[config.mk]
export PLATFORM = sky130hd
export DESIGN_NAME = pscr_top
export DESIGN_NICKNAME = d
export VERILOG_FILES = /design/src/pkg/pscr_pkg.sv /design/src/rtl/pscr_top.sv /design/src/rtl/pscr_sync.sv
export SDC_FILE = /design/constraint.sdc
export NUM_CORES = 1
export LEC_CHECK = 0
export BUFFER_PORTS_ARGS = -buffer_cell sky130_fd_sc_hd__buf_2
export CAP_MARGIN = 20
export CORE_MARGIN = 3
export CORE_UTILIZATION = 25
export CTS_CLUSTER_SIZE = 12
export DETAILED_ROUTE_END_ITERATION = 8
export PLACE_DENSITY = 0.53
export SYNTH_ARGS = -nofsm -noshare
export SYNTH_HDL_FRONTEND = slang
export SYNTH_HIERARCHICAL = 1
export SYNTH_SLANG_ARGS = --single-unit
[constraint.sdc]
create_clock -name core_clk -period 2.4 [get_ports core_clk]
set_input_delay 0.24 -clock core_clk [delete_from_list [all_inputs] [get_ports core_clk]]
set_output_delay 0.24 -clock core_clk [all_outputs]
set_load 0.02 [all_outputs]
[src/pkg/pscr_pkg.sv]
// Constants, field layout and carrier types of the switch and buck configuration bank
package pscr_pkg;
    // Register subaddresses
    localparam logic [7:0] PSCR_ADDR_PIN_LIMIT = 8'h14;
    localparam logic [7:0] PSCR_ADDR_PF_DISCHARGE = 8'h15;
    localparam logic [7:0] PSCR_ADDR_BUCK_ONE = 8'h16;

    // Reset values
    localparam logic [7:0] PSCR_RST_PIN_LIMIT_BASE = 8'hc0;
    localparam logic [7:0] PSCR_RST_PIN_LIMIT_HYS200 = 8'h80;
    localparam logic [7:0] PSCR_RST_PF_DISCHARGE = 8'h00;
    localparam logic [7:0] PSCR_RST_BUCK_ONE = 8'h99;

    // Writable bits; reserved bits are zero in each mask
    localparam logic [7:0] PSCR_MASK_PIN_LIMIT = 8'hcf;
    localparam logic [7:0] PSCR_MASK_PF_DISCHARGE = 8'h3f;
    localparam logic [7:0] PSCR_MASK_BUCK_ONE = 8'hbf;

    // Field positions
    localparam int PSCR_BIT_WARM_RESET_SEL = 7;
    localparam int PSCR_BIT_HYST_SEL = 6;
    localparam int PSCR_LSB_SW3_LIMIT = 2;
    localparam int PSCR_LSB_SW2_LIMIT = 0;
    localparam int PSCR_LSB_CUTOFF = 3;
    localparam int PSCR_LSB_DISCHARGE = 0;
    localparam int PSCR_BIT_PULSE_SKIP = 7;
    localparam int PSCR_LSB_VCODE = 0;

    // Voltage code mapping, millivolts
    localparam logic [10:0] PSCR_MV_BASE = 11'h352;
    localparam logic [10:0] PSCR_MV_KNEE = 11'h546;
    localparam logic [10:0] PSCR_MV_FINE_STEP = 11'h00a;
    localparam logic [10:0] PSCR_MV_COARSE_STEP = 11'h019;
    localparam logic [5:0] PSCR_CODE_KNEE = 6'h32;

    // Register access request from the serial bus front end
    typedef struct packed {
        logic wr;
        logic rd;
        logic [7:0] addr;
        logic [7:0] wdata;
        logic unlocked;
    } pscr_req_type;

    // Whole state of the bank
    typedef struct packed {
        logic [7:0] pin_limit;
        logic [7:0] pf_discharge;
        logic [7:0] buck_one;
        logic [7:0] rdata;
        logic rvalid;
        logic refused;
        logic pin_oe_n;
        logic warm_reset;
        logic [2:0] switch_on;
        logic [2:0] discharge;
        logic [10:0] buck_mv;
    } pscr_state_type;
endpackage : pscr_pkg

[src/rtl/pscr_top.sv]
// Configuration bank for shared reset pin, load switch limits, power-fail cutoff and buck one
`timescale 1ns/1ps
`default_nettype none
// Function
// RULE1 - Select bit 7 of register 0x14 makes the shared pin an output when 0 and a warm-reset input when 1, resetting to 1.
// RULE2 - While the select bit is 1 the output level bit has no effect on the shared pin.
// RULE3 - Bit 6 of register 0x14 selects hysteresis and resets to 1 in the base variant and 0 in the 200 mV variant.
// RULE4 - Bits 3-2 hold the switch three current limit code 100/200/500/1000 mA, resetting to 00.
// RULE5 - Bits 1-0 hold the switch two current limit code with the same encoding, resetting to 00.
// RULE6 - Bits 5-3 of register 0x15 turn switches three, two, one off while power-fail is low.
// RULE7 - Bits 2-0 of register 0x15 discharge switches three, two, one while off, resetting to 0.
// RULE8 - Bit 7 of register 0x16 enables pulse-skip when 1 and forces PWM when 0, resetting to 1.
// RULE9 - The 6-bit code maps to 850 mV plus 10 mV steps to 1350 mV, then 25 mV steps to 1675 mV.
// RULE10 - Register 0x16 resets to 0x99 so the code starts at 19h, 1100 mV.
// RULE11 - Reserved bits read as zero and ignore writes.
// RULE12 - Writes are taken only after the host has unlocked them; others are refused.
module pscr_top
    import pscr_pkg::*;
#(
    parameter bit HYS200_VARIANT = 1'b0
) (
    input wire logic core_clk,
    input wire logic resetn,
    input wire pscr_req_type req,
    input wire logic gpo_level,
    input wire logic [2:0] switch_enable,
    input wire logic power_fail_out_n,
    input wire logic shared_pin_in,
    output logic shared_pin_out,
    output logic shared_pin_oe_n,
    output logic buck_warm_reset,
    output logic [7:0] rdata,
    output logic rvalid,
    output logic write_refused,
    output logic lockout_hysteresis_select,
    output logic [1:0] switch3_current_limit,
    output logic [1:0] switch2_current_limit,
    output logic [2:0] switch_on,
    output logic [2:0] discharge_active,
    output logic pulse_skip_enable,
    output logic [5:0] buck_one_vcode,
    output logic [10:0] buck_one_mv
);
    // RULE3 variant reset value
    localparam logic [7:0] PIN_LIMIT_RST = HYS200_VARIANT ? PSCR_RST_PIN_LIMIT_HYS200 : PSCR_RST_PIN_LIMIT_BASE;

    logic rst_n;
    logic pf_n_s;
    logic pin_s;
    logic [1:0] pins_s;
    pscr_state_type s_q;
    pscr_state_type s_d;
    logic [2:0] cutoff;
    logic [5:0] code;

    // Reset released through two flops so all state leaves reset on one edge
    pscr_sync #(.WIDTH(1), .RESET_VAL(1'b0)) u_rst_sync (
        .core_clk(core_clk),
        .rst_n(resetn),
        .d(1'b1),
        .q(rst_n)
    );

    // Pins idle high, so sync starts high to avoid a false power-fail after reset
    pscr_sync #(.WIDTH(2), .RESET_VAL(2'h3)) u_pin_sync (
        .core_clk(core_clk),
        .rst_n(rst_n),
        .d({power_fail_out_n, shared_pin_in}),
        .q(pins_s)
    );
    assign pf_n_s = pins_s[1];
    assign pin_s = pins_s[0];
    assign cutoff = s_q.pf_discharge[PSCR_LSB_CUTOFF +: 3];
    assign code = s_q.buck_one[PSCR_LSB_VCODE +: 6];

    // Next state: register writes, reads and derived pin controls
    always_comb begin
        s_d = s_q;
        s_d.rvalid = 1'b0;
        s_d.refused = 1'b0;
        // RULE12 writes need unlock
        if (req.wr && !req.unlocked) begin
            s_d.refused = 1'b1;
        end else if (req.wr) begin
            // RULE11 reserved bits stay zero through the masks
            case (req.addr)
                PSCR_ADDR_PIN_LIMIT: begin
                    // RULE4 and RULE5 limit fields stored
                    s_d.pin_limit = req.wdata & PSCR_MASK_PIN_LIMIT;
                end
                PSCR_ADDR_PF_DISCHARGE: begin
                    s_d.pf_discharge = req.wdata & PSCR_MASK_PF_DISCHARGE;
                end
                PSCR_ADDR_BUCK_ONE: begin
                    // RULE8 mode bit stored with code
                    s_d.buck_one = req.wdata & PSCR_MASK_BUCK_ONE;
                end
                default: begin
                    s_d.refused = 1'b0;
                end
            endcase
        end
        // Reads return the stored value; unmapped subaddresses read zero
        if (req.rd) begin
            s_d.rvalid = 1'b1;
            case (req.addr)
                PSCR_ADDR_PIN_LIMIT: s_d.rdata = s_q.pin_limit;
                PSCR_ADDR_PF_DISCHARGE: s_d.rdata = s_q.pf_discharge;
                PSCR_ADDR_BUCK_ONE: s_d.rdata = s_q.buck_one;
                default: s_d.rdata = 8'h00;
            endcase
        end
        // RULE1 pin role follows select bit
        // RULE2 level bit ignored in reset-input role
        if (s_q.pin_limit[PSCR_BIT_WARM_RESET_SEL]) begin
            s_d.pin_oe_n = 1'b1;
            s_d.warm_reset = ~pin_s;
        end else begin
            s_d.pin_oe_n = gpo_level;
            s_d.warm_reset = 1'b0;
        end
        // RULE6 power-fail cutoff per switch
        s_d.switch_on = switch_enable & ~(cutoff & {3{~pf_n_s}});
        // RULE7 discharge only while switch is off
        s_d.discharge = s_q.pf_discharge[PSCR_LSB_DISCHARGE +: 3] & ~s_q.switch_on;
        // RULE9 two-slope voltage map
        if (code <= PSCR_CODE_KNEE) begin
            s_d.buck_mv = 11'(PSCR_MV_BASE + 11'(code) * PSCR_MV_FINE_STEP);
        end else begin
            s_d.buck_mv = 11'(PSCR_MV_KNEE + 11'(code - PSCR_CODE_KNEE) * PSCR_MV_COARSE_STEP);
        end
    end

    // Single state register; reset values are constants only
    always_ff @(posedge core_clk or negedge rst_n) begin
        if (!rst_n) begin
            // RULE1 select resets to 1, RULE3 hysteresis by variant
            s_q.pin_limit <= PIN_LIMIT_RST;
            // RULE7 discharge and cutoff reset to 0
            s_q.pf_discharge <= PSCR_RST_PF_DISCHARGE;
            // RULE10 buck register reset value
            s_q.buck_one <= PSCR_RST_BUCK_ONE;
            s_q.rdata <= 8'h00;
            s_q.rvalid <= 1'b0;
            s_q.refused <= 1'b0;
            s_q.pin_oe_n <= 1'b1;
            s_q.warm_reset <= 1'b0;
            s_q.switch_on <= 3'h0;
            s_q.discharge <= 3'h0;
            s_q.buck_mv <= 11'h44c;
        end else begin
            s_q <= s_d;
        end
    end

    // Outputs straight from the state flops, except shared_pin_out tied low
    assign shared_pin_out = 1'b0;
    assign shared_pin_oe_n = s_q.pin_oe_n;
    assign buck_warm_reset = s_q.warm_reset;
    assign rdata = s_q.rdata;
    assign rvalid = s_q.rvalid;
    assign write_refused = s_q.refused;
    assign lockout_hysteresis_select = s_q.pin_limit[PSCR_BIT_HYST_SEL];
    assign switch3_current_limit = s_q.pin_limit[PSCR_LSB_SW3_LIMIT +: 2];
    assign switch2_current_limit = s_q.pin_limit[PSCR_LSB_SW2_LIMIT +: 2];
    assign switch_on = s_q.switch_on;
    assign discharge_active = s_q.discharge;
    assign pulse_skip_enable = s_q.buck_one[PSCR_BIT_PULSE_SKIP];
    assign buck_one_vcode = code;
    assign buck_one_mv = s_q.buck_mv;

    a_pin_released: assert property (@(posedge core_clk) disable iff (!rst_n) // RULE2
        s_q.pin_limit[7] |=> s_q.pin_oe_n) else $error("Shared pin driven in reset-input role");
    a_warm_reset_in: assert property (@(posedge core_clk) disable iff (!rst_n) // RULE1
        (s_q.pin_limit[7] && !pin_s) |=> s_q.warm_reset) else $error("Warm reset not passed to bucks");
    a_gpo_low_drive: assert property (@(posedge core_clk) disable iff (!rst_n) // RULE1
        (!s_q.pin_limit[7] && !gpo_level) |=> (!s_q.pin_oe_n && !s_q.warm_reset)) else $error("Output low not driven");
    a_limit_write: assert property (@(posedge core_clk) disable iff (!rst_n) // RULE4
        (req.wr && req.unlocked && req.addr == 8'h14) |=> (s_q.pin_limit[3:0] == $past(req.wdata[3:0])))
        else $error("Limit fields not written");
    a_pf_cutoff: assert property (@(posedge core_clk) disable iff (!rst_n) // RULE6
        (cutoff[0] && !pf_n_s) |=> !s_q.switch_on[0]) else $error("Switch one on during power fail");
    a_discharge_off: assert property (@(posedge core_clk) disable iff (!rst_n) // RULE7
        (s_q.pf_discharge[1] && !s_q.switch_on[1]) |=> s_q.discharge[1]) else $error("Switch two not discharged");
    a_mode_write: assert property (@(posedge core_clk) disable iff (!rst_n) // RULE8
        (req.wr && req.unlocked && req.addr == 8'h16) |=> (pulse_skip_enable == $past(req.wdata[7])))
        else $error("Pulse-skip bit not written");
    a_knee_volts: assert property (@(posedge core_clk) disable iff (!rst_n) // RULE9
        (code == 6'h32) |=> (s_q.buck_mv == 11'd1350)) else $error("Knee voltage wrong");
    a_top_volts: assert property (@(posedge core_clk) disable iff (!rst_n) // RULE9
        (code == 6'h3f) |=> (s_q.buck_mv == 11'd1675)) else $error("Top voltage wrong");
    a_reserved_zero: assert property (@(posedge core_clk) disable iff (!rst_n) // RULE11
        (s_q.pin_limit[5:4] == 2'h0 && s_q.pf_discharge[7:6] == 2'h0 && !s_q.buck_one[6]))
        else $error("Reserved bit set");
    a_locked_write: assert property (@(posedge core_clk) disable iff (!rst_n) // RULE12
        (req.wr && !req.unlocked) |=> (write_refused && $stable(s_q.pin_limit) && $stable(s_q.pf_discharge)
        && $stable(s_q.buck_one))) else $error("Locked write accepted");
endmodule : pscr_top
`default_nettype wire

[src/rtl/pscr_sync.sv]
// Two flip-flop synchroniser, one lane per bit
`timescale 1ns/1ps
`default_nettype none
module pscr_sync #(
    parameter int WIDTH = 1,
    parameter logic [WIDTH-1:0] RESET_VAL = '0
) (
    input wire logic core_clk,
    input wire logic rst_n,
    input wire logic [WIDTH-1:0] d,
    output logic [WIDTH-1:0] q
);
    logic [WIDTH-1:0] meta_q;

    // First stage feeds only the second stage
    genvar i;
    generate
        for (i = 0; i < WIDTH; i++) begin : g_lane
            always_ff @(posedge core_clk or negedge rst_n) begin
                if (!rst_n) begin
                    meta_q[i] <= RESET_VAL[i];
                    q[i] <= RESET_VAL[i];
                end else begin
                    meta_q[i] <= d[i];
                    q[i] <= meta_q[i];
                end
            end
        end
    endgenerate
endmodule : pscr_sync
`default_nettype wire

==> run summary, run 1 <==
status - complete, but fails checks
violated checks - negative setup slack
CTS Buf Count - 5
largest net degree at the start of global routing - 31
H-tree level count - 2
Final period util - 1.398
RR Endpoint - buck_one_mv[9]$_DFF_PN0_
Wirelength per Cell - 13.57 um
RR Startpoint - buck_one_vcode[1]$_DFFE_PN0P_
Post-Route WL - 8021 um
Worst Skew - 5.436 ps
ys async rst share - 1.000
RSZ-0062 raised after global routing - yes
Antenna Violating Nets Remaining - 0
Vias/cell - 4.124
Max Cap Violations - 0
Reg clk slew, reported paths - 70 ps
critical path data arrival time - 3540 ps
worst IR drop on VDD - 0.0002615 V
WHS Endpoint - u_pin_sync/meta_q[0]$_DFF_PN1_
IO Count - 69
Power Density - 511.6 nW/um^2
Unique masters post-synth - 45
Post-Layout Cell Count - 591
Avg Synthesized Cell Area - 10.79 um^2
DRT iter0 DRCs - 116
Clock Latency Late Sink - 290 ps
most frequent cells in the layout - buf_2, buf_4, dfrtp_1, inv_1, ha_1
vias in the first global route - 2605
Port-buffer cells - 67
area of the multi-input gates - 1922 um^2
Congestion Overflow GR - 0
CTS Sinks - 54
dominant register cell in the synthesized netlist - dfrtp_1
Hold Crit Class - input port to flop
# rows - 42
Slew Viols, Final - 0
R2R depth - 13
Seq cells post-synth - 54
Antenna Cells - 0
deepest clock path buffer count - 2
drt pass-1 iters - 5
Core ar. - 13450 um^2
Hold Violations, Final - 0
Synth Warn # - 6
post-route cell area - 4571 um^2
fill count - 1409
via count - 2437
total global-route track usage - 0.1106
worst slew pin tran - 467.8 ps
LEAKAGE - 2.189 nW
first-pass GRT wire length - 13160 um
Synth Net Count - 389
CP max FO - 3
Root Driver - clkbuf_16
sequential area share after synthesis - 0.3932
R2R setup slack - -960 ps
share of cells above drive strength 1 - 0.5060
Post-Syn Instances - 323
HP Start - shared_pin_in
mapped cell area - 3485 um^2
nets - 480
kind of critical path - flop to flop
CP required - 2580 ps
CP endpoint kind - flop
CTS tree - built
# DRC - 0
initial antenna violation count - 0
crit path time final - 3356 ps
Finish-stage setup viols - 6
Die W - 124.1 um
placed cell count - 577
Post-synth EDFFs - 0
Die Y - 124.1 um
Placed Area - 4289 um^2
startpoint type of the worst setup path - flop
register area - 1373 um^2
Syn-to-layout area delta - 31.17%
Fmax - 298.0 MHz
Slew HR - 0.6801
initial core utilization - 0.2590
Die Area - 15390 um^2
hold depth - 1
final worst slack - -955.8 ps
Detailed Place HPWL - 6552 um
commonest non-fill, non-tap cell in the layout - buf_2
GP Congestion - 0.7740
Critical Path Source - buck_one_vcode[1]$_DFFE_PN0P_
stage by stage:
| stage | hold slack [ps] | utilization | setup slack (ps) | TNS [ps] | total power, W |
|---|---|---|---|---|---|
| 4_1_cts | 33.04 | 0.3382 | -971.4 | -4097 | 0.002371 |
| 2_1_floorplan | -55.59 | - | -1058 | -4484 | 0.001397 |
| 5_1_grt | 30.42 | 0.3398 | -1087 | -4794 | 0.002490 |
| 3_5_place_dp | 29.70 | 0.3188 | -1053 | -5011 | 0.001578 |
| 6_report | 38.40 | 0.3398 | -955.8 | -4102 | 0.002338 |
| 3_3_place_gp | 24.73 | 0.3188 | -976.6 | -4604 | 0.001573 |
report_power, final:
group / switching [W] / leakage (nW) / internal, W / total [W]
Combinational: 0.000320 / 1.46 / 0.000338 / 0.000658
Clock: 0.000328 / 0.0712 / 0.000390 / 0.000718
Sequential: 0.0000158 / 0.661 / 0.000947 / 0.000963
cell type report:
cell class | count | area share
clock buffer | 6 | 0.02820
tap | 176 | 0.04818
clock inverter | 2 | 0.003011
timing repair buffer | 127 | 0.1749
inverter | 29 | 0.02491
sequential | 54 | 0.3003
multi-input combinational | 197 | 0.4205
per-layer routing:
layer | global-route usage | vias up | share of wire
met2 | 0.1956 | 42 | 0.49
met1 | 0.1364 | 1151 | 0.45
met4 | 0.02875 | 0 | 0.012
met3 | 0.02361 | 7 | 0.045
met5 | 0 | - | 0
li1 | - | 1237 | -
worst max-delay path, cell delays in order, from the launching register on:
cell,delay (ps)
dfrtp_2,420
clkinv_4,70
ha_4,170
xor2_2,150
ha_1,310
fa_2,550
ha_4,130
fa_1,420
ha_2,190
or3_1,320
o21ai_2,70
a21oi_2,50
xor2_1,140
a211o_1,250
flip-flops by register name, indices dropped and copies added (netlist names), 2 cells and up:
register and flops:
buck_one_mv 11, buck_one_vcode 6, cutoff 3, discharge_active 3
rdata 8, s_q 4, switch2_current_limit 2, switch3_current_limit 2
switch_on 3, u_pin_sync/meta_q 2, u_pin_sync/q 2
synth_stat cells, types with 3 or more instances:
library cell  instances  share of area
a21boi_0              3         0.0065
a21oi_1              16          0.023
buf_2                 5         0.0072
buf_4                36          0.078
dfrtp_1              39           0.28
dfstp_2              15           0.11
fa_1                  6          0.034
ha_1                 33           0.12
inv_1                29          0.031
mux2_2               19          0.061
mux2i_1               9          0.026
nand2_1               7         0.0075
nand2b_1              3         0.0054
nand3_1               8          0.011
nor2_1               14          0.015
nor2b_1               8          0.014
nor3_1                5         0.0072
o21ai_0              10          0.014
o22ai_1               4         0.0072
or3_1                 3         0.0054
xnor2_1               9          0.023
xor2_1                8          0.020
worst max path at each step:
stage	slack, ps	cells past startpoint	end
after global routing	-1090	16	buck_one_mv[9]$_DFF_PN0_
after global placement	-980	13	buck_one_mv[9]$_DFF_PN0_
after detailed placement	-1050	16	buck_one_mv[9]$_DFF_PN0_
final	-960	13	buck_one_mv[9]$_DFF_PN0_
after CTS	-970	12	buck_one_mv[9]$_DFF_PN0_
after floorplan	-1060	14	buck_one_mv[9]$_DFF_PN0_
cells by family (layout without fill, tap and decap cells):
| group | Yosys count | in the layout | share of synthesized area |
|---|---|---|---|
| multiplexers | 28 | 28 | 0.08726 |
| buffers and inverters | 72 | 164 | 0.1181 |
| AO/OA/AOI/OAI | 49 | 49 | 0.08833 |
| AND/OR/NAND/NOR | 60 | 60 | 0.1023 |
| XOR/XNOR | 19 | 19 | 0.05566 |
| other | 2 | 2 | 0.002155 |
| flip-flops | 54 | 54 | 0.3932 |
| adder cells (fa/ha/maj) | 39 | 39 | 0.1530 |
what timing repair did:
| action | 4_1_cts | 5_1_grt |
|---|---|---|
| gates cloned | 0 | 0 |
| resized for setup | 17 | 5 |
| endpoints found under the setup margin | 6 | 7 |
| pin swaps | 9 | 7 |
| hold endpoints to repair | 2 | 0 |
| setup buffers | 4 | 1 |
| hold buffers | 1 | 0 |
Power figures use the tool's default switching activity.
==> run 2: changes to the inputs <==
Clock period 2.4 ns to 3.17 ns, I/O delays scaled along.
==> run 2 against run 1 <==
Net effect: the flow still finishes with violations (negative setup slack); cell count is 3.4% lower; first-iteration DRC count is 22% lower; clock power decreased by 9.5%; combinational power fell by 30%; non-clock buffer count down 20; die area unchanged; wire length rose by 2.0%; critical path type unchanged; largest cell class unchanged.
==> run summary, run 2 (synthesis gave the netlist of run 1 again) <==
Net Sw Frac - 0.2727 (-0.01124)
commonest non-fill, non-tap cell in the layout - buf_2
crit-path cells - inv_2 -> ha_4 -> inv_2 -> o21ai_4 -> xnor2_2 -> fa_2 -> ha_1 -> inv_1 -> fa_2 -> inv_2 -> ha_4 -> nand3_4 -> nand2b_4 -> a21oi_2 -> xor2_1 -> a211o_1
Antenna Cells - 0 (unchanged)
Fin Hold WS - 112.9 ps (+74.52 ps)
Die Y - 124.1 um (unchanged)
Detailed Place HPWL - 6565 um (+0.19%)
CTS Sinks - 54 (unchanged)
nets - 460 (-4.2%)
# DRC - 0 (unchanged)
# rows - 42 (unchanged)
CP endpoint kind - flop
crit path time final - 3391 ps (+35.10 ps)
delay of the slowest cell on the worst path - 530 ps (-20 ps)
Int Pwr - 0.001341 W (-20%)
Port-buffer cells - 67 (unchanged)
status - complete, but fails checks
initial core utilization - 0.2590 (unchanged)
post-route cell area - 4438 um^2 (-2.9%)
Congestion Overflow GR - 0 (unchanged)
max FFs per register - 11 (unchanged)
CTS tree - built
Power Density - 415.6 nW/um^2 (-19%)
Root Driver - clkbuf_16
placed cell count - 559 (-3.1%)
Wirelength per Cell - 14.33 um (+5.6%)
kind of critical path - flop to flop
vias in the first global route - 2573 (-1.2%)
share of cells above drive strength 1 - 0.4709 (-0.03514)
Die Area - 15390 um^2 (unchanged)
Hold Crit Class - input port to flop
via count - 2430 (-0.29%)
total chip power - 0.001844 W (-21%)
deepest clock path buffer count - 2 (unchanged)
RSZ-0062 raised after global routing - yes
Finish-stage setup viols - 4 (-2)
violated checks - negative setup slack
Antenna Violating Nets Remaining - 0 (unchanged)
CP top delay family - adder cells
CP bufs+invs - 4 (+3)
DRT iter0 DRCs - 91 (-22%)
HP Start - shared_pin_in
drt pass-1 iters - 4 (-1)
Critical Path Source - buck_one_vcode[2]$_DFFE_PN0P_
Placed Area - 4146 um^2 (-3.3%)
CP max FO - 3 (unchanged)
Fmax - 294.9 MHz (-1.0%)
Final period util - 1.070 (-0.3286)
RR Endpoint - buck_one_mv[9]$_DFF_PN0_
combinational power share - 0.248 (-0.033)
GP Congestion - 0.8028 (+3.7%)
Max Cap Violations - 0 (unchanged)
Core ar. - 13450 um^2 (unchanged)
CP required - 3350 ps (+770 ps)
Crit path top cell by count - inv_2
Hold Violations, Final - 0 (unchanged)
IO Count - 69 (unchanged)
Post-Layout Cell Count - 571 (-3.4%)
first-pass GRT wire length - 13240 um (+0.63%)
Net Sw Power - 0.0005028 W (-24%)
final worst slack - -220.9 ps (+734.9 ps)
CTS Buf Count - 5 (unchanged)
Worst Skew - 9.712 ps (+4.277 ps)
worst IR drop on VDD - 0.0001698 V (-35%)
LEAKAGE - 2.116 nW (-3.4%)
Vias/cell - 4.256 (+3.2%)
Syn-to-layout area delta - 27.36%
Slew Viols, Final - 0 (unchanged)
Die W - 124.1 um (unchanged)
largest net degree at the start of global routing - 36 (+16%)
initial antenna violation count - 0 (unchanged)
sequential power share - 0.400 (-0.012)
Clk pwr share - 0.352 (+0.045)
total global-route track usage - 0.1110 (+0.0003616)
Reg clk slew, reported paths - 70 ps (about the same)
H-tree level count - 2 (unchanged)
most frequent cells in the layout - buf_2, buf_4, dfrtp_1, ha_1, inv_1
critical path data arrival time - 3570 ps (+30 ps)
R2R setup slack - -220 ps (+730 ps)
slowest stage cell on the critical path - fa_2
Slew HR - 0.4701 (-0.2100)
Clock Latency Late Sink - 290 ps (about the same)
worst slew pin tran - 774.8 ps (+307.0 ps)
startpoint type of the worst setup path - flop
RR Startpoint - buck_one_vcode[2]$_DFFE_PN0P_
hold depth - 1 (unchanged)
WHS Endpoint - u_pin_sync/meta_q[0]$_DFF_PN1_
Post-Route WL - 8182 um (+2.0%)
R2R depth - 16 (+3)
-- run 2: cell types whose count changed in the layout (fill, tap and decap cells not counted), moves of 2 or more --
cell,delta
buf_4,-18
buf_6,-3
ha_1,+2
nor3_2,-2
xor2_2,-2
-- run 2: worst max path at each step --
stage,slack [ps],depth (start not counted),end
floorplan,-290,14,buck_one_mv[9]$_DFF_PN0_
detailed placement,-270,12,buck_one_mv[9]$_DFF_PN0_
global placement,-210,13,buck_one_mv[9]$_DFF_PN0_
CTS,-260,13,buck_one_mv[9]$_DFF_PN0_
finish,-220,16,buck_one_mv[9]$_DFF_PN0_
global route,-370,16,buck_one_mv[9]$_DFF_PN0_
-- run 2: final cells by class --
| cell class | count | area, um^2 |
|---|---|---|
| sequential | 54 | 1374 |
| tap | 176 | 220.2 |
| fill | 1410 | 9015 |
| multi-input combinational | 197 | 1902 |
| timing repair buffer | 107 | 650.6 |
| clock inverter | 2 | 38.79 |
| inverter | 29 | 113.9 |
| clock buffer | 6 | 138.9 |
-- run 2: worst register-to-register path, delay by kind of cell (launching register included) --
family          cells  cell delay, ps
xor+xnor            2             190
fa+ha+maj           5            1640
compound gates      3             560
flops               1             440
buf+inv             4             230
simple gates        2             220
-- run 2: what timing repair did --
item                       CTS  global route
hold endpoints to repair     2             0
setup buffers                3             0
setup endpoints to repair    4             4
resized for setup           10             5
hold buffers                 1             0
pin swaps                    6             6
-- run 2: per-layer routing --
layer	wire length, um	vias to the layer above	track usage
met4	107	0	0.03285
met1	3727	1195	0.1404
met3	296	8	0.01907
met5	0	-	0
met2	4050	34	0.1936
li1	-	1193	-
-- run 2: power by group through the flow --
| stage | Clock [W] | Combinational, W | Sequential [W] |
|---|---|---|---|
| floorplan | 0 | 0.000296 | 0.000752 |
| global placement | 0 | 0.000424 | 0.000749 |
| detailed placement | 0 | 0.000429 | 0.000750 |
| CTS | 0.000670 | 0.000462 | 0.000738 |
| global route | 0.000704 | 0.000513 | 0.000742 |
| finish | 0.000650 | 0.000458 | 0.000737 |
-- run 2: per-stage QoR --
step	utilization	worst slack, ps	setup TNS (ps)
5_1_grt	0.3299	-365.4	-1079
3_5_place_dp	0.3082	-267.4	-727.5
4_1_cts	0.3275	-263.6	-510.0
6_report	0.3299	-220.9	-495.2
3_3_place_gp	0.3082	-209.2	-511.0
2_1_floorplan	-	-288.2	-638.2
